**src/shared/serial_rom_boot_loader_regs.vh**
```
// Register map, field positions, reset values and timing counts of the serial ROM boot loader
`ifndef SERIAL_ROM_BOOT_LOADER_REGS_VH
`define SERIAL_ROM_BOOT_LOADER_REGS_VH

// Register byte offsets
`define OFS_STATUS 8'h00
`define OFS_EXT_LEN 8'h04
`define OFS_LOAD_COUNT 8'h08
`define OFS_EXT_COUNT 8'h0C
`define OFS_IRQ_STATUS 8'h10
`define OFS_IRQ_MASK 8'h14

// Status register fields
`define ST_PHASE_LSB 0
`define ST_ROM1_BUSY 2
`define ST_ROM2_UNREAD 3
`define ST_DATA_BIT 4

// Interrupt event bits
`define EV_LOAD_DONE 0
`define EV_EXT_DONE 1
`define EV_TOGGLE_FAST 2
`define EV_WIDTH 3

// Reset values
`define EXT_LEN_RESET 15'h4000
`define IRQ_MASK_RESET 3'h0

// AXI responses
`define RESP_OKAY 2'h0
`define RESP_SLVERR 2'h2

// Timing: clock period and 500 ns extension bit window, both in ns
`define CLK_PERIOD_NS 100
`define EXT_BIT_NS 500
// Least spacing rounds up, longest delay rounds down
`define TOGGLE_GAP_CYCLES ((`EXT_BIT_NS + `CLK_PERIOD_NS - 1) / `CLK_PERIOD_NS)
`define EXT_VALID_CYCLES (`EXT_BIT_NS / `CLK_PERIOD_NS)

`endif

```
**src/rtl/pin_sync_edge.v**
```verilog
// Two-stage pin synchroniser with rising and falling edge pulses
`timescale 1ns/1ps
module pin_sync_edge (
  input wire aclk,
  input wire aresetn,
  input wire pin,
  output wire level,
  output wire rise,
  output wire fall
);
  reg meta_r;
  reg sync_r;
  reg last_r;

  // Only sync_r reads meta_r; edges come from the settled stages
  always @(posedge aclk)
  begin
    if (!aresetn)
    begin
      meta_r <= 1'b0;
      sync_r <= 1'b0;
      last_r <= 1'b0;
    end
    else
    begin
      meta_r <= pin;
      sync_r <= meta_r;
      last_r <= sync_r;
    end
  end

  assign level = sync_r;
  assign rise = sync_r & ~last_r;
  assign fall = ~sync_r & last_r;
endmodule // pin_sync_edge

```
**src/rtl/serial_rom_boot_loader.v**
```verilog
// Serial ROM boot loader: primary cache image stream, extension ROM stream, AXI4-Lite registers
//
// Notes on behaviour
// The 16KB primary ROM is shifted into the processor only after a power-up reset.
// Cache blocks go out in ascending order, block zero to block 255, each with all its fields.
// When the primary image is done the data path moves to the extension ROM by itself.
// Software reads the extension ROM by toggling the transmit bit and sampling the receive bit.
// Each extension bit is valid 500ns after load completion or a rising transmit toggle.
// The reader leaves at least 500ns between any two transmit toggle transitions.
// The extension ROM is presented once per hard reset; reading again needs another reset.
// The extension stream is readable at once, with no unused primary remainder to clock.
// The board micro follows progress by sampling the read status of each ROM.
// The micro talks to the processor only after all ROMs are read or an error is seen.
// The micro drives its serial output to 1, enables the link and counts ROM clocks.
// The first read status stays set until the primary cache load has completed.
// The second read status stays set while the extension ROM is unread.
// The micro's link disable comes out of reset as 1.
// The micro's serial line is active only while its port 2 bit 7 is clear.
// Hard reset returns the bit pointer and ROM select to the primary ROM at bit zero.
`timescale 1ns/1ps
`include "serial_rom_boot_loader_regs.vh"
module serial_rom_boot_loader #(
  parameter LOAD_BITS = 131072,
  parameter ADDR_W = 8
) (
  input wire aclk,
  input wire aresetn,
  input wire proc_serial_clk,
  input wire serial_transmit_toggle_bit,
  output wire serial_receive_bit,
  output wire rom1_read_status,
  output wire rom2_read_status,
  output wire [14:0] rom_addr,
  input wire [7:0] rom_data,
  input wire [ADDR_W-1:0] awaddr,
  input wire awvalid,
  output wire awready,
  input wire [31:0] wdata,
  input wire [3:0] wstrb,
  input wire wvalid,
  output wire wready,
  output wire [1:0] bresp,
  output wire bvalid,
  input wire bready,
  input wire [ADDR_W-1:0] araddr,
  input wire arvalid,
  output wire arready,
  output wire [31:0] rdata,
  output wire [1:0] rresp,
  output wire rvalid,
  input wire rready,
  output wire irq
);
  localparam PH_LOAD = 2'b00;
  localparam PH_EXT = 2'b01;
  localparam PH_DONE = 2'b10;
  localparam [31:0] LOAD_LAST_W = LOAD_BITS - 1;
  localparam [17:0] LOAD_LAST = LOAD_LAST_W[17:0];
  localparam [31:0] GAP_W = `TOGGLE_GAP_CYCLES;
  localparam [3:0] GAP_CYC = GAP_W[3:0];

  // Pick one bit of a ROM byte, most significant bit first
  function bit_of;
    input [7:0] byte_in;
    input [2:0] sel;
    begin
      bit_of = byte_in[3'd7 - sel];
    end
  endfunction

  // Write strobes merged into the old word
  function [31:0] merge;
    input [31:0] old;
    input [31:0] data;
    input [3:0] strb;
    integer i;
    begin
      merge = old;
      for (i = 0; i < 4; i = i + 1)
        if (strb[i])
          merge[i*8 +: 8] = data[i*8 +: 8];
    end
  endfunction

  wire sclk_rise;
  wire tgl_rise;
  wire tgl_fall;

  reg [1:0] phase_r;
  reg [17:0] load_idx_r;
  reg [17:0] ext_idx_r;
  reg [14:0] rom_addr_r;
  reg [2:0] bit_sel_r;
  reg fetch_r;
  reg data_bit_r;
  reg [3:0] gap_cnt_r;
  reg [14:0] ext_len_r;
  reg [`EV_WIDTH-1:0] irq_status_r;
  reg [`EV_WIDTH-1:0] irq_status_nxt;
  reg [`EV_WIDTH-1:0] irq_mask_r;
  reg [`EV_WIDTH-1:0] ev_set;
  reg aw_got_r;
  reg w_got_r;
  reg [ADDR_W-1:0] awaddr_r;
  reg [31:0] wdata_r;
  reg [3:0] wstrb_r;
  reg bvalid_r;
  reg [1:0] bresp_r;
  reg rvalid_r;
  reg [31:0] rdata_r;
  reg [1:0] rresp_r;
  reg [31:0] rd_word;
  reg rd_ok;

  // Both link inputs come from the processor's domain
  pin_sync_edge sclk_sync (
    .aclk(aclk),
    .aresetn(aresetn),
    .pin(proc_serial_clk),
    .level(),
    .rise(sclk_rise),
    .fall()
  );

  pin_sync_edge tgl_sync (
    .aclk(aclk),
    .aresetn(aresetn),
    .pin(serial_transmit_toggle_bit),
    .level(),
    .rise(tgl_rise),
    .fall(tgl_fall)
  );

  wire load_last = (phase_r == PH_LOAD) && (load_idx_r == LOAD_LAST);
  wire [17:0] ext_bits = {ext_len_r, 3'b000};
  wire ext_last = (phase_r == PH_EXT) && (ext_idx_r + 18'h00001 >= ext_bits);
  wire wr_fire = aw_got_r & w_got_r & ~bvalid_r;
  wire [31:0] ext_len_merged = merge({17'h00000, ext_len_r}, wdata_r, wstrb_r);

  // Bit pointer and ROM select; hard reset is the only way back to bit zero
  always @(posedge aclk)
  begin
    if (!aresetn)
    begin
      phase_r <= PH_LOAD;
      load_idx_r <= 18'h00000;
      ext_idx_r <= 18'h00000;
      rom_addr_r <= 15'h0000;
      bit_sel_r <= 3'h0;
      fetch_r <= 1'b1;
    end
    else
    begin
      fetch_r <= 1'b0;
      case (phase_r)
        PH_LOAD:
        begin
          if (sclk_rise)
          begin
            if (load_last)
            begin
              // Switch straight to extension bit zero, no primary tail to clock
              phase_r <= PH_EXT;
              rom_addr_r <= {1'b1, 14'h0000};
              bit_sel_r <= 3'h0;
              fetch_r <= 1'b1;
            end
            else
            begin
              // Ascending bit order walks blocks zero to 255 in turn
              load_idx_r <= load_idx_r + 18'h00001;
              rom_addr_r <= {1'b0, load_idx_r[16:3] + {13'h0000, &load_idx_r[2:0]}};
              bit_sel_r <= load_idx_r[2:0] + 3'h1;
              fetch_r <= 1'b1;
            end
          end
        end
        PH_EXT:
        begin
          if (tgl_rise)
          begin
            if (ext_last)
              phase_r <= PH_DONE;
            else
            begin
              ext_idx_r <= ext_idx_r + 18'h00001;
              rom_addr_r <= {1'b1, ext_idx_r[16:3] + {13'h0000, &ext_idx_r[2:0]}};
              bit_sel_r <= ext_idx_r[2:0] + 3'h1;
              fetch_r <= 1'b1;
            end
          end
        end
        PH_DONE:
        begin
          // Stream is spent until the next hard reset
          phase_r <= PH_DONE;
        end
        default:
        begin
          phase_r <= PH_LOAD;
        end
      endcase
    end
  end

  // ROM byte read one cycle after the address moves; bit ready well inside 500 ns
  always @(posedge aclk)
  begin
    if (!aresetn)
      data_bit_r <= 1'b0;
    else if (phase_r == PH_DONE)
      data_bit_r <= 1'b0;
    else if (fetch_r)
      data_bit_r <= bit_of(rom_data, bit_sel_r);
  end

  // Time since the last toggle transition, saturating at the least gap
  always @(posedge aclk)
  begin
    if (!aresetn)
      gap_cnt_r <= GAP_CYC;
    else if (tgl_rise | tgl_fall)
      gap_cnt_r <= 4'h1;
    else if (gap_cnt_r < GAP_CYC)
      gap_cnt_r <= gap_cnt_r + 4'h1;
  end

  // Events for the sticky status register
  always @*
  begin
    ev_set = {`EV_WIDTH{1'b0}};
    ev_set[`EV_LOAD_DONE] = sclk_rise & load_last;
    ev_set[`EV_EXT_DONE] = tgl_rise & ext_last;
    // Sampled pin edges can shift by a cycle; any spacing below the least gap in the extension phase is flagged, with no margin
    ev_set[`EV_TOGGLE_FAST] = (phase_r == PH_EXT) & (tgl_rise | tgl_fall)
      & (gap_cnt_r < GAP_CYC);
    irq_status_nxt = irq_status_r;
    if (wr_fire && awaddr_r == `OFS_IRQ_STATUS && wstrb_r[0])
      irq_status_nxt = irq_status_r & ~wdata_r[`EV_WIDTH-1:0];
    // Set wins over a clear in the same cycle
    irq_status_nxt = irq_status_nxt | ev_set;
  end

  // Write channel: address and data accepted in either order
  always @(posedge aclk)
  begin
    if (!aresetn)
    begin
      aw_got_r <= 1'b0;
      w_got_r <= 1'b0;
      awaddr_r <= {ADDR_W{1'b0}};
      wdata_r <= 32'h00000000;
      wstrb_r <= 4'h0;
      bvalid_r <= 1'b0;
      bresp_r <= `RESP_OKAY;
    end
    else
    begin
      if (awvalid && awready)
      begin
        aw_got_r <= 1'b1;
        awaddr_r <= awaddr;
      end
      if (wvalid && wready)
      begin
        w_got_r <= 1'b1;
        wdata_r <= wdata;
        wstrb_r <= wstrb;
      end
      if (wr_fire)
      begin
        aw_got_r <= 1'b0;
        w_got_r <= 1'b0;
        bvalid_r <= 1'b1;
        case (awaddr_r)
          `OFS_EXT_LEN, `OFS_IRQ_STATUS, `OFS_IRQ_MASK: bresp_r <= `RESP_OKAY;
          default: bresp_r <= `RESP_SLVERR;
        endcase
      end
      else if (bvalid_r && bready)
        bvalid_r <= 1'b0;
    end
  end

  // Writable registers
  always @(posedge aclk)
  begin
    if (!aresetn)
    begin
      ext_len_r <= `EXT_LEN_RESET;
      irq_mask_r <= `IRQ_MASK_RESET;
      irq_status_r <= {`EV_WIDTH{1'b0}};
    end
    else
    begin
      irq_status_r <= irq_status_nxt;
      if (wr_fire && awaddr_r == `OFS_EXT_LEN)
        ext_len_r <= (ext_len_merged > 32'h00004000)
          ? `EXT_LEN_RESET : ext_len_merged[14:0];
      if (wr_fire && awaddr_r == `OFS_IRQ_MASK && wstrb_r[0])
        irq_mask_r <= wdata_r[`EV_WIDTH-1:0];
    end
  end

  // Read decode
  always @*
  begin
    rd_word = 32'h00000000;
    rd_ok = 1'b1;
    case (araddr)
      `OFS_STATUS:
      begin
        rd_word[`ST_PHASE_LSB +: 2] = phase_r;
        rd_word[`ST_ROM1_BUSY] = rom1_read_status;
        rd_word[`ST_ROM2_UNREAD] = rom2_read_status;
        rd_word[`ST_DATA_BIT] = data_bit_r;
      end
      `OFS_EXT_LEN: rd_word[14:0] = ext_len_r;
      `OFS_LOAD_COUNT: rd_word[17:0] = load_idx_r;
      `OFS_EXT_COUNT: rd_word[17:0] = ext_idx_r;
      `OFS_IRQ_STATUS: rd_word[`EV_WIDTH-1:0] = irq_status_r;
      `OFS_IRQ_MASK: rd_word[`EV_WIDTH-1:0] = irq_mask_r;
      default: rd_ok = 1'b0;
    endcase
  end

  // Read channel: one read at a time, data registered
  always @(posedge aclk)
  begin
    if (!aresetn)
    begin
      rvalid_r <= 1'b0;
      rdata_r <= 32'h00000000;
      rresp_r <= `RESP_OKAY;
    end
    else if (arvalid && arready)
    begin
      rvalid_r <= 1'b1;
      rdata_r <= rd_word;
      rresp_r <= rd_ok ? `RESP_OKAY : `RESP_SLVERR;
    end
    else if (rvalid_r && rready)
      rvalid_r <= 1'b0;
  end

  assign awready = ~aw_got_r & ~bvalid_r;
  assign wready = ~w_got_r & ~bvalid_r;
  assign bvalid = bvalid_r;
  assign bresp = bresp_r;
  assign arready = ~rvalid_r;
  assign rvalid = rvalid_r;
  assign rdata = rdata_r;
  assign rresp = rresp_r;
  assign rom_addr = rom_addr_r;
  assign serial_receive_bit = data_bit_r;
  assign rom1_read_status = (phase_r == PH_LOAD);
  assign rom2_read_status = (phase_r != PH_DONE);
  assign irq = |(irq_status_r & irq_mask_r);
endmodule // serial_rom_boot_loader

```
**config.mk**
```make
export PLATFORM = sky130hd
export DESIGN_NAME = serial_rom_boot_loader
export DESIGN_NICKNAME = d
export VERILOG_FILES = /design/src/rtl/pin_sync_edge.v /design/src/rtl/serial_rom_boot_loader.v
export VERILOG_INCLUDE_DIRS = /design/src /design/src/shared
export SDC_FILE = /design/constraint.sdc
export NUM_CORES = 1
export LEC_CHECK = 0
export ABC_AREA = 1
export BUFFER_PORTS_ARGS = -buffer_cell sky130_fd_sc_hd__buf_2
export CAP_MARGIN = 20
export CORE_MARGIN = 4
export CORE_UTILIZATION = 43
export CTS_CLUSTER_SIZE = 8
export DETAILED_ROUTE_END_ITERATION = 7
export SYNTH_ARGS = -nofsm -noshare
export SYNTH_HDL_FRONTEND = slang
export SYNTH_HIERARCHICAL = 1
export SYNTH_SLANG_ARGS = --single-unit
export TNS_END_PERCENT = 1
```
**constraint.sdc**
```tcl
create_clock -name aclk -period 7.5 [get_ports aclk]
set_clock_uncertainty 0.05 [all_clocks]
set_input_delay 0.75 -clock aclk [delete_from_list [all_inputs] [get_ports aclk]]
set_output_delay 0.75 -clock aclk [all_outputs]
set_load 0.005 [all_outputs]
```
==> results of run 1 <==
## sequential cells by signal (all words and copies together) (netlist names), 2 cells and up
| name | count |
|---|---|
| rdata | 18 |
| irq_status_r | 3 |
| irq_mask_r | 3 |
| wstrb_r | 4 |
| awaddr_r | 8 |
| rom_addr | 15 |
| gap_cnt_r | 4 |
| bit_sel_r | 3 |
| ext_len_r | 15 |
| wdata_r | 32 |
| phase_r | 2 |
| ext_idx_r | 18 |
| load_idx_r | 18 |
## worst max path at each step
stage | startpoint | to | depth (start not counted) | slack [ps]
finish | ext_idx_r[0]$_SDFFE_PN0P_ | ext_idx_r[15]$_SDFFE_PN0P_ | 16 | 3780
global route | ext_idx_r[0]$_SDFFE_PN0P_ | ext_idx_r[15]$_SDFFE_PN0P_ | 17 | 3420
CTS | ext_idx_r[0]$_SDFFE_PN0P_ | ext_idx_r[15]$_SDFFE_PN0P_ | 17 | 3840
detailed placement | ext_idx_r[0]$_SDFFE_PN0P_ | ext_idx_r[15]$_SDFFE_PN0P_ | 17 | 3900
global placement | ext_idx_r[2]$_SDFFE_PN0P_ | ext_idx_r[9]$_SDFFE_PN0P_ | 17 | 3980
floorplan | ext_idx_r[0]$_SDFFE_PN0P_ | rom_addr[12]$_SDFFE_PN0P_ | 20 | 4810
## power by group
| group | switching (mW) | internal [mW] | total, mW |
|---|---|---|---|
| combinational | 0.131 | 0.0715 | 0.203 |
| clock | 0.386 | 0.518 | 0.904 |
| sequential | 0.0269 | 0.873 | 0.900 |
| total | 0.544 | 1.46 | 2.01 |
## critical path, cell delays in order, from the launching register on
cell	delay (ps)
dfxtp_1	410
ha_1	220
nand3_1	130
nor2_1	180
nand2_1	180
nor2_1	190
nand2_1	90
xor2_1	220
ha_1	270
nand2_1	60
nor2_1	50
nand2_1	80
nor2_1	60
nor2_2	150
nand4_2	740
o21ai_0	450
nor2_1	70
## cells in the final DEF (no fill, tap or decap), drive strengths merged, types with 6 or more instances in the layout
cell and count:
buf 118, conb 16, dfxtp 157, nor2 244, nand4 14, ha 28, o21ai 144, clkbuf 19
o221ai 6, inv 156, nand3 58, xor2 31, nor3 16, nand2 264, o22ai 12, a21oi 74
## final cells by class
| type | instances | area share |
|---|---|---|
| tap | 265 | 0.0338 |
| clock inverter | 13 | 0.0158 |
| multi-input combinational | 925 | 0.463 |
| clock buffer | 19 | 0.0462 |
| timing repair buffer | 118 | 0.0624 |
| sequential | 157 | 0.321 |
| inverter | 151 | 0.0581 |
## stage by stage
step | power [mW] | setup slack (ps) | util | instances
global placement | 1.11 | 3980 | 0.470 | 1615
floorplan | 1.06 | 4810 | - | 1300
finish | 2.01 | 3780 | 0.502 | 1648
global route | 2.09 | 3420 | 0.502 | 1648
detailed placement | 1.12 | 3900 | 0.470 | 1615
CTS | 2.02 | 3840 | 0.501 | 1647
## per-layer routing
metal	vias up	GRT usage
li1	4244	-
met1	3724	0.312
met2	238	0.353
met3	30	0.0337
met4	0	0.0636
met5	-	0
==> results.cfg, run 1 <==
[run_status]
status = finished, final reports clean

[floorplan]
io_pins = 129
initial_core_util = 0.438
row_count = 51
core_um2 = 19500
die_area_um2 = 22200
fp.dieH_um = 149
die_w_um = 149

[final_layout]
multiInputGateArea_um2 = 4540
final_nets = 1467
area_delta_synth_final_pct = 14.5
final-seq-area_um2 = 3140
antenna_cells = 0
final.fill_count = 2038
final_cell_area_um2 = 9800
drive_above_1_share = 0.129

[grt]
antenna_found_initial = 0
grt_max_degree = 92
overflow = 0
grt_pass1_vias = 7682
grt_pass1_wl_um = 39200
grtUsageTotal = 0.221

[clock_tree]
cts.sinks = 157
cts_tree = built
cts_resized = 0
cts_root_buffer = clkbuf_16
clk_latency_ps = 430
htreeDepth = 4
clk_pin_slew_worst_paths_ps = 70
cts_buffers = 17
hold_buffers = 0
clockBufferDepth = 2
post_cts_buffers = 0

[placed_design]
gp_congestion = 0.971
port_buffers = 112
dpl_cell_area_um2 = 9180
dpl.hpwl_um = 18400

[sta]
tns_ps = 0
rsz0062_at_grt = no
fin_crit_sh = 0.496
whs_ps = 364
finalMaxSlewViolations = 0
hold_violations = 0
maxSlewHeadroom = 0.273
fin_crit_ps = 3720
setup_viol = 0
fmax_mhz = 269
tightest_slew_ps = 1090

[synthesis]
synth.avg_cell_area_um2 = 6.66
syn-cell-area_um2 = 8560
synthCells = 1285
ys_warn_count = 6

[critical_path]
crit_path_end_kind = flop
r2r_start = ext_idx_r[0]$_SDFFE_PN0P_
critical_path_class = flop to flop
path_max_fanout = 37
required_ps = 7760
cp.arrival_ps = 3980
r2r-end = ext_idx_r[15]$_SDFFE_PN0P_
reg2reg_slack_ps = 3780
reg2regPathDepth = 16
cp-start-kind = flop

[worst_hold_path]
worstHoldPathCells = 2
hp-class = flop to flop
min_to = tgl_sync/level$_SDFF_PN0_
min_from = tgl_sync/meta_r$_SDFF_PN0_

[power]
leakagePower_nw = 4.56
peakVddDrop_mv = 0.166
power_density_nw_per_um2 = 205

[routing]
first_pass_iters = 5
drt-initial-drc-count = 531
drtAntennaViolNets = 0
route.met2.wl_um = 10800
highest_layer = met4
drt-met1-wl_um = 12100
met3WireLength_um = 1270
viasPerCell = 5.00
drc_errors = 0
vias = 8236
wl_per_cell_um = 14.9
wirelength_um = 24600

[flow_run]
max_cap_viol_count = 0
Power figures use the tool's default switching activity.
==> run 2: changes to the inputs <==
--- a/config.mk
+++ b/config.mk
@@ -13,6 +13,7 @@
 export CORE_UTILIZATION = 43
 export CTS_CLUSTER_SIZE = 8
 export DETAILED_ROUTE_END_ITERATION = 7
+export PLACE_DENSITY = 0.65
 export SYNTH_ARGS = -nofsm -noshare
 export SYNTH_HDL_FRONTEND = slang
 export SYNTH_HIERARCHICAL = 1
==> constraint.sdc (replaced) <==
create_clock -name aclk -period 3.4 [get_ports aclk]
set_clock_uncertainty 0.05 [all_clocks]
set_input_delay 0.34 -clock aclk [delete_from_list [all_inputs] [get_ports aclk]]
set_output_delay 0.34 -clock aclk [all_outputs]
set_load 0.005 [all_outputs]
==> results.cfg, run 2 (synthesized netlist as in run 1, its figures left out) <==
[critical_path]
r2r_start = ext_idx_r[0]$_SDFFE_PN0P_
reg2regPathDepth = 20
critical_path_class = flop to flop
crit_path_end_kind = flop
cp.arrival_ps = 3420
required_ps = 3710
r2r-end = rom_addr[2]$_SDFFE_PN0P_
reg2reg_slack_ps = 290
critPathCapture = rom_addr[2]$_SDFFE_PN0P_
startpoint = ext_idx_r[0]$_SDFFE_PN0P_
cp-start-kind = flop
path_max_fanout = 35

[final_layout]
final_common_cell = nand2_1
final-seq-area_um2 = 3140
antenna_cells = 0
final.fill_count = 1993
area_delta_synth_final_pct = 15.9
finalNonFillerCells = 1659
final_nets = 1478
drive_above_1_share = 0.139
utilization = 0.508
top_register = wdata_r
multiInputGateArea_um2 = 4570
most-common-layout-cells = 256 x nand2_1, 237 x nor2_1, 156 x dfxtp_1, 147 x inv_1, 132 x o21ai_0
largest_register_ff_count = 32
final_cell_area_um2 = 9920

[worst_hold_path]
hp-class = input port to flop

[power]
leakagePower_nw = 4.60
p_int_mw = 3.15
combPwrFrac = 0.101
power.total_mw = 4.41
swShare = 0.286
switchingPower_mw = 1.26
pwr-share-clk = 0.449
pwr-share-seq = 0.450
power_density_nw_per_um2 = 445
peakVddDrop_mv = 0.329

[routing]
drt-initial-drc-count = 626
wirelength_um = 24200
drtAntennaViolNets = 0
vias = 8301
viasPerCell = 5.00
drc_errors = 0
first_pass_iters = 5
wl_per_cell_um = 14.6

[floorplan]
die_area_um2 = 22200
row_count = 51
initial_core_util = 0.438
io_pins = 129
die_w_um = 149
fp.dieH_um = 149
core_um2 = 19500

[placed_design]
gp_congestion = 0.948
dp_cells = 1626
port_buffers = 112
dpl_cell_area_um2 = 9260
preCtsSetupSlack_ps = 48.3
dpl.hpwl_um = 18400

[sta]
setup_viol = 0
tns_ps = 0
tightest_slew_ps = 883
fin_ws_ps = 292
fin_crit_sh = 0.914
fmax_mhz = 322
finalMaxSlewViolations = 0
rsz0062_at_grt = no
maxSlewHeadroom = 0.407
fin_crit_ps = 3110
whs_ps = 28.3
hold_violations = 0

[grt]
grt_max_degree = 54
grt_pass1_vias = 7606
overflow = 0
grt_pass1_wl_um = 38800
grtUsageTotal = 0.219
antenna_found_initial = 0

[clock_tree]
clockBufferDepth = 2
clk_latency_ps = 440
cts_buffers = 17
cts.sinks = 157
cts_tree = built
htreeDepth = 4
cts_root_buffer = clkbuf_16
clk_pin_slew_worst_paths_ps = 70

[run_status]
status = finished, final reports clean

[flow_run]
max_cap_viol_count = 0
## run 2: cell types whose count changed in the layout (fill, tap and decap cells not counted), moves of 2 or more
cell        change
buf_4          +12
clkinvlp_4      -2
clkbuf_8        -2
inv_8           +3
clkinv_8        +4
nor2_2          +2
nor2_1          -2
## run 2: final cells by class
class / instances / share of cell area
Sequential cell: 157 / 0.317
Clock inverter: 15 / 0.0197
Timing Repair Buffer: 129 / 0.0696
Multi-Input combinational cell: 925 / 0.460
Clock buffer: 17 / 0.0429
Inverter: 151 / 0.0574
Tap cell: 265 / 0.0334
## run 2: worst min path at each step
stage                                             end  cells past startpoint                         from
after global placement      tgl_sync/level$_SDFF_PN0_                      2   tgl_sync/meta_r$_SDFF_PN0_
after detailed placement    tgl_sync/level$_SDFF_PN0_                      2   tgl_sync/meta_r$_SDFF_PN0_
after floorplan            sclk_sync/level$_SDFF_PN0_                      2  sclk_sync/meta_r$_SDFF_PN0_
final                      tgl_sync/meta_r$_SDFF_PN0_                      3   serial_transmit_toggle_bit
after global routing      sclk_sync/meta_r$_SDFF_PN0_                      3              proc_serial_clk
after CTS                 sclk_sync/meta_r$_SDFF_PN0_                      3              proc_serial_clk
## run 2: power by group through the flow
stage | combinational (mW) | sequential [mW] | clock, mW
after floorplan | 0.332 | 2.01 | 0
after global placement | 0.437 | 2.03 | 0
after detailed placement | 0.445 | 2.03 | 0
after CTS | 0.447 | 1.98 | 2.01
after global routing | 0.513 | 2.00 | 2.08
final | 0.446 | 1.98 | 1.98
## run 2: timing repair
action                                  4_1_cts  5_1_grt
endpoints found under the hold margin         0        0
endpoints found under the setup margin        0       35
setup buffers                                 0        1
gates resized for setup                       0        7
hold buffers                                  0        0
## run 2: per-layer routing
metal	track usage	up-vias	wire, um
li1	-	4282	-
met1	0.305	3706	11300
met2	0.343	271	10800
met3	0.0383	42	1690
met4	0.0746	0	543
met5	0	-	0
## run 2: critical path: stages (launching register included)
cell	delay, ps
dfxtp_2	380
ha_1	200
nand3_1	130
nor2_1	190
nand2_1	180
nor2_2	150
xor2_1	250
ha_1	280
nand2_1	80
inv_1	40
nand2_1	60
nand2_1	50
nand2_1	60
nand2_1	60
nor2_2	160
nand2_1	140
nand2_2	140
nand2_8	150
nand2_1	110
nand2_1	50
nor2_1	130
==> run 3: changes to the inputs <==
--- a/config.mk
+++ b/config.mk
@@ -9,11 +9,13 @@
 export ABC_AREA = 1
 export BUFFER_PORTS_ARGS = -buffer_cell sky130_fd_sc_hd__buf_2
 export CAP_MARGIN = 20
+export CELL_PAD_IN_SITES_DETAIL_PLACEMENT = 1
+export CELL_PAD_IN_SITES_GLOBAL_PLACEMENT = 1
 export CORE_MARGIN = 4
-export CORE_UTILIZATION = 43
+export CORE_UTILIZATION = 37
 export CTS_CLUSTER_SIZE = 8
 export DETAILED_ROUTE_END_ITERATION = 7
-export PLACE_DENSITY = 0.65
+export PLACE_DENSITY_LB_ADDON = 0.1
 export SYNTH_ARGS = -nofsm -noshare
 export SYNTH_HDL_FRONTEND = slang
 export SYNTH_HIERARCHICAL = 1
==> results.cfg, run 3 (synthesized netlist as in run 1, its figures left out) <==
[routing]
drt-initial-drc-count = 526
drtAntennaViolNets = 0
vias = 8432
wl_per_cell_um = 16.9
viasPerCell = 5.02
wirelength_um = 28400
drc_errors = 0
first_pass_iters = 5

[power]
peakVddDrop_mv = 0.280
power_density_nw_per_um2 = 448
power.total_mw = 4.47
leakagePower_nw = 4.60

[sta]
finalMaxSlewViolations = 0
hold_violations = 0
rsz0062_at_grt = no
fmax_mhz = 326
tightest_slew_ps = 932
tns_ps = 0
maxSlewHeadroom = 0.375
setup_viol = 0
fin_crit_ps = 3070
fin_crit_sh = 0.902

[final_layout]
area_delta_synth_final_pct = 16.4
final.fill_count = 2981
most-common-layout-cells = 256 x nand2_1, 235 x nor2_1, 155 x dfxtp_1, 147 x inv_1, 132 x o21ai_0
drive_above_1_share = 0.141
final_common_cell = nand2_1
final_nets = 1479
top_register = wdata_r
finalNonFillerCells = 1680
antenna_cells = 0
largest_register_ff_count = 32

[clock_tree]
cts_buffers = 17
cts_root_buffer = clkbuf_16
htreeDepth = 4
cts_tree = built
cts.sinks = 157
clockBufferDepth = 2
clk_pin_slew_worst_paths_ps = 70
clk_latency_ps = 440

[critical_path]
crit_path_end_kind = flop
required_ps = 3680
path_max_fanout = 29
cp.arrival_ps = 3350
critical_path_class = flop to flop
cp-start-kind = flop

[run_status]
status = finished, final reports clean

[flow_run]
max_cap_viol_count = 0

[grt]
grtUsageTotal = 0.221
overflow = 0
grt_pass1_wl_um = 45400
antenna_found_initial = 0
grt_pass1_vias = 8391
grt_max_degree = 93

[placed_design]
gp_congestion = 0.897
dpl.hpwl_um = 21300
port_buffers = 112
dp_cells = 1647

[floorplan]
die_area_um2 = 25600
die_w_um = 160
row_count = 55
fp.dieH_um = 160
initial_core_util = 0.377
core_um2 = 22700
io_pins = 129

[worst_hold_path]
hp-class = input port to flop
-- run 3: changes by cell type in the layout (fill, tap and decap cells not counted), sizes merged --
cell and delta:
clkinv -2, buf +1, bufinv +1, clkbuf +1, inv -1, clkinvlp +1
-- run 3: cell type report --
type                            count  area [um2]  share of cell area
Clock buffer                       18         429              0.0431
Clock inverter                     14         178              0.0178
Inverter                          151         569              0.0571
Multi-Input combinational cell    925        4560               0.458
Sequential cell                   157        3150               0.316
Tap cell                          285         357              0.0358
Timing Repair Buffer              130         723              0.0726
-- run 3: timing repair --
action                     CTS  global route
gates resized for setup      0             9
buffers inserted             0             1
hold buffers                 0             0
setup endpoints to repair    0            31
-- run 3: metal layers --
layer  wire, um  vias up  track usage  share of wire
met2      12900      148        0.355           0.46
met3       1160       20       0.0369          0.041
li1           -     4267            -              -
met4        340        0       0.0512          0.012
met5          0        -            0              0
met1      14000     3997        0.312           0.49
-- run 3: report_power, final --
part | switching [mW] | internal [mW] | leakage [nW]
registers | 0.0607 | 1.93 | 1.28
clock network | 0.900 | 1.12 | 0.296
logic | 0.302 | 0.161 | 3.02
-- run 3: per-stage QoR --
stage               hold WS, ps  utilization  worst slack, ps  instance area, um2
floorplan                   340            -              711                8620
global placement            347        0.410              287                9320
detailed placement          354        0.410              185                9320
CTS                        12.1        0.437              163                9930
global route               40.0        0.439             47.2                9960
finish                     26.6        0.439              332                9960
-- run 3: path summary, 6_finish.rpt --
check	to	slack, ps	startpoint	cells after the start
setup / recovery	rom_addr[5]$_SDFFE_PN0P_	330	ext_idx_r[4]$_SDFFE_PN0P_	18
hold reg to reg	tgl_sync/level$_SDFF_PN0_	370	tgl_sync/meta_r$_SDFF_PN0_	2
setup reg to reg	rom_addr[5]$_SDFFE_PN0P_	330	ext_idx_r[4]$_SDFFE_PN0P_	18
hold / removal	sclk_sync/meta_r$_SDFF_PN0_	30	proc_serial_clk	3
-- run 3: worst max-delay path, stage by stage, from the launching register on --
cell and delay (ps):
dfxtp_1 420, nand2_1 90, nor2_2 150, nand4_1 270, nor2_1 200, xor2_1 160
inv_1 80, ha_1 290, a21oi_1 150, nand2_1 70, nand2_1 50, nand2_1 60
nor2_2 170, nand2_1 140, nand2_1 130, nand2_4 100, buf_12 180, nor2_1 120
nor2_1 60
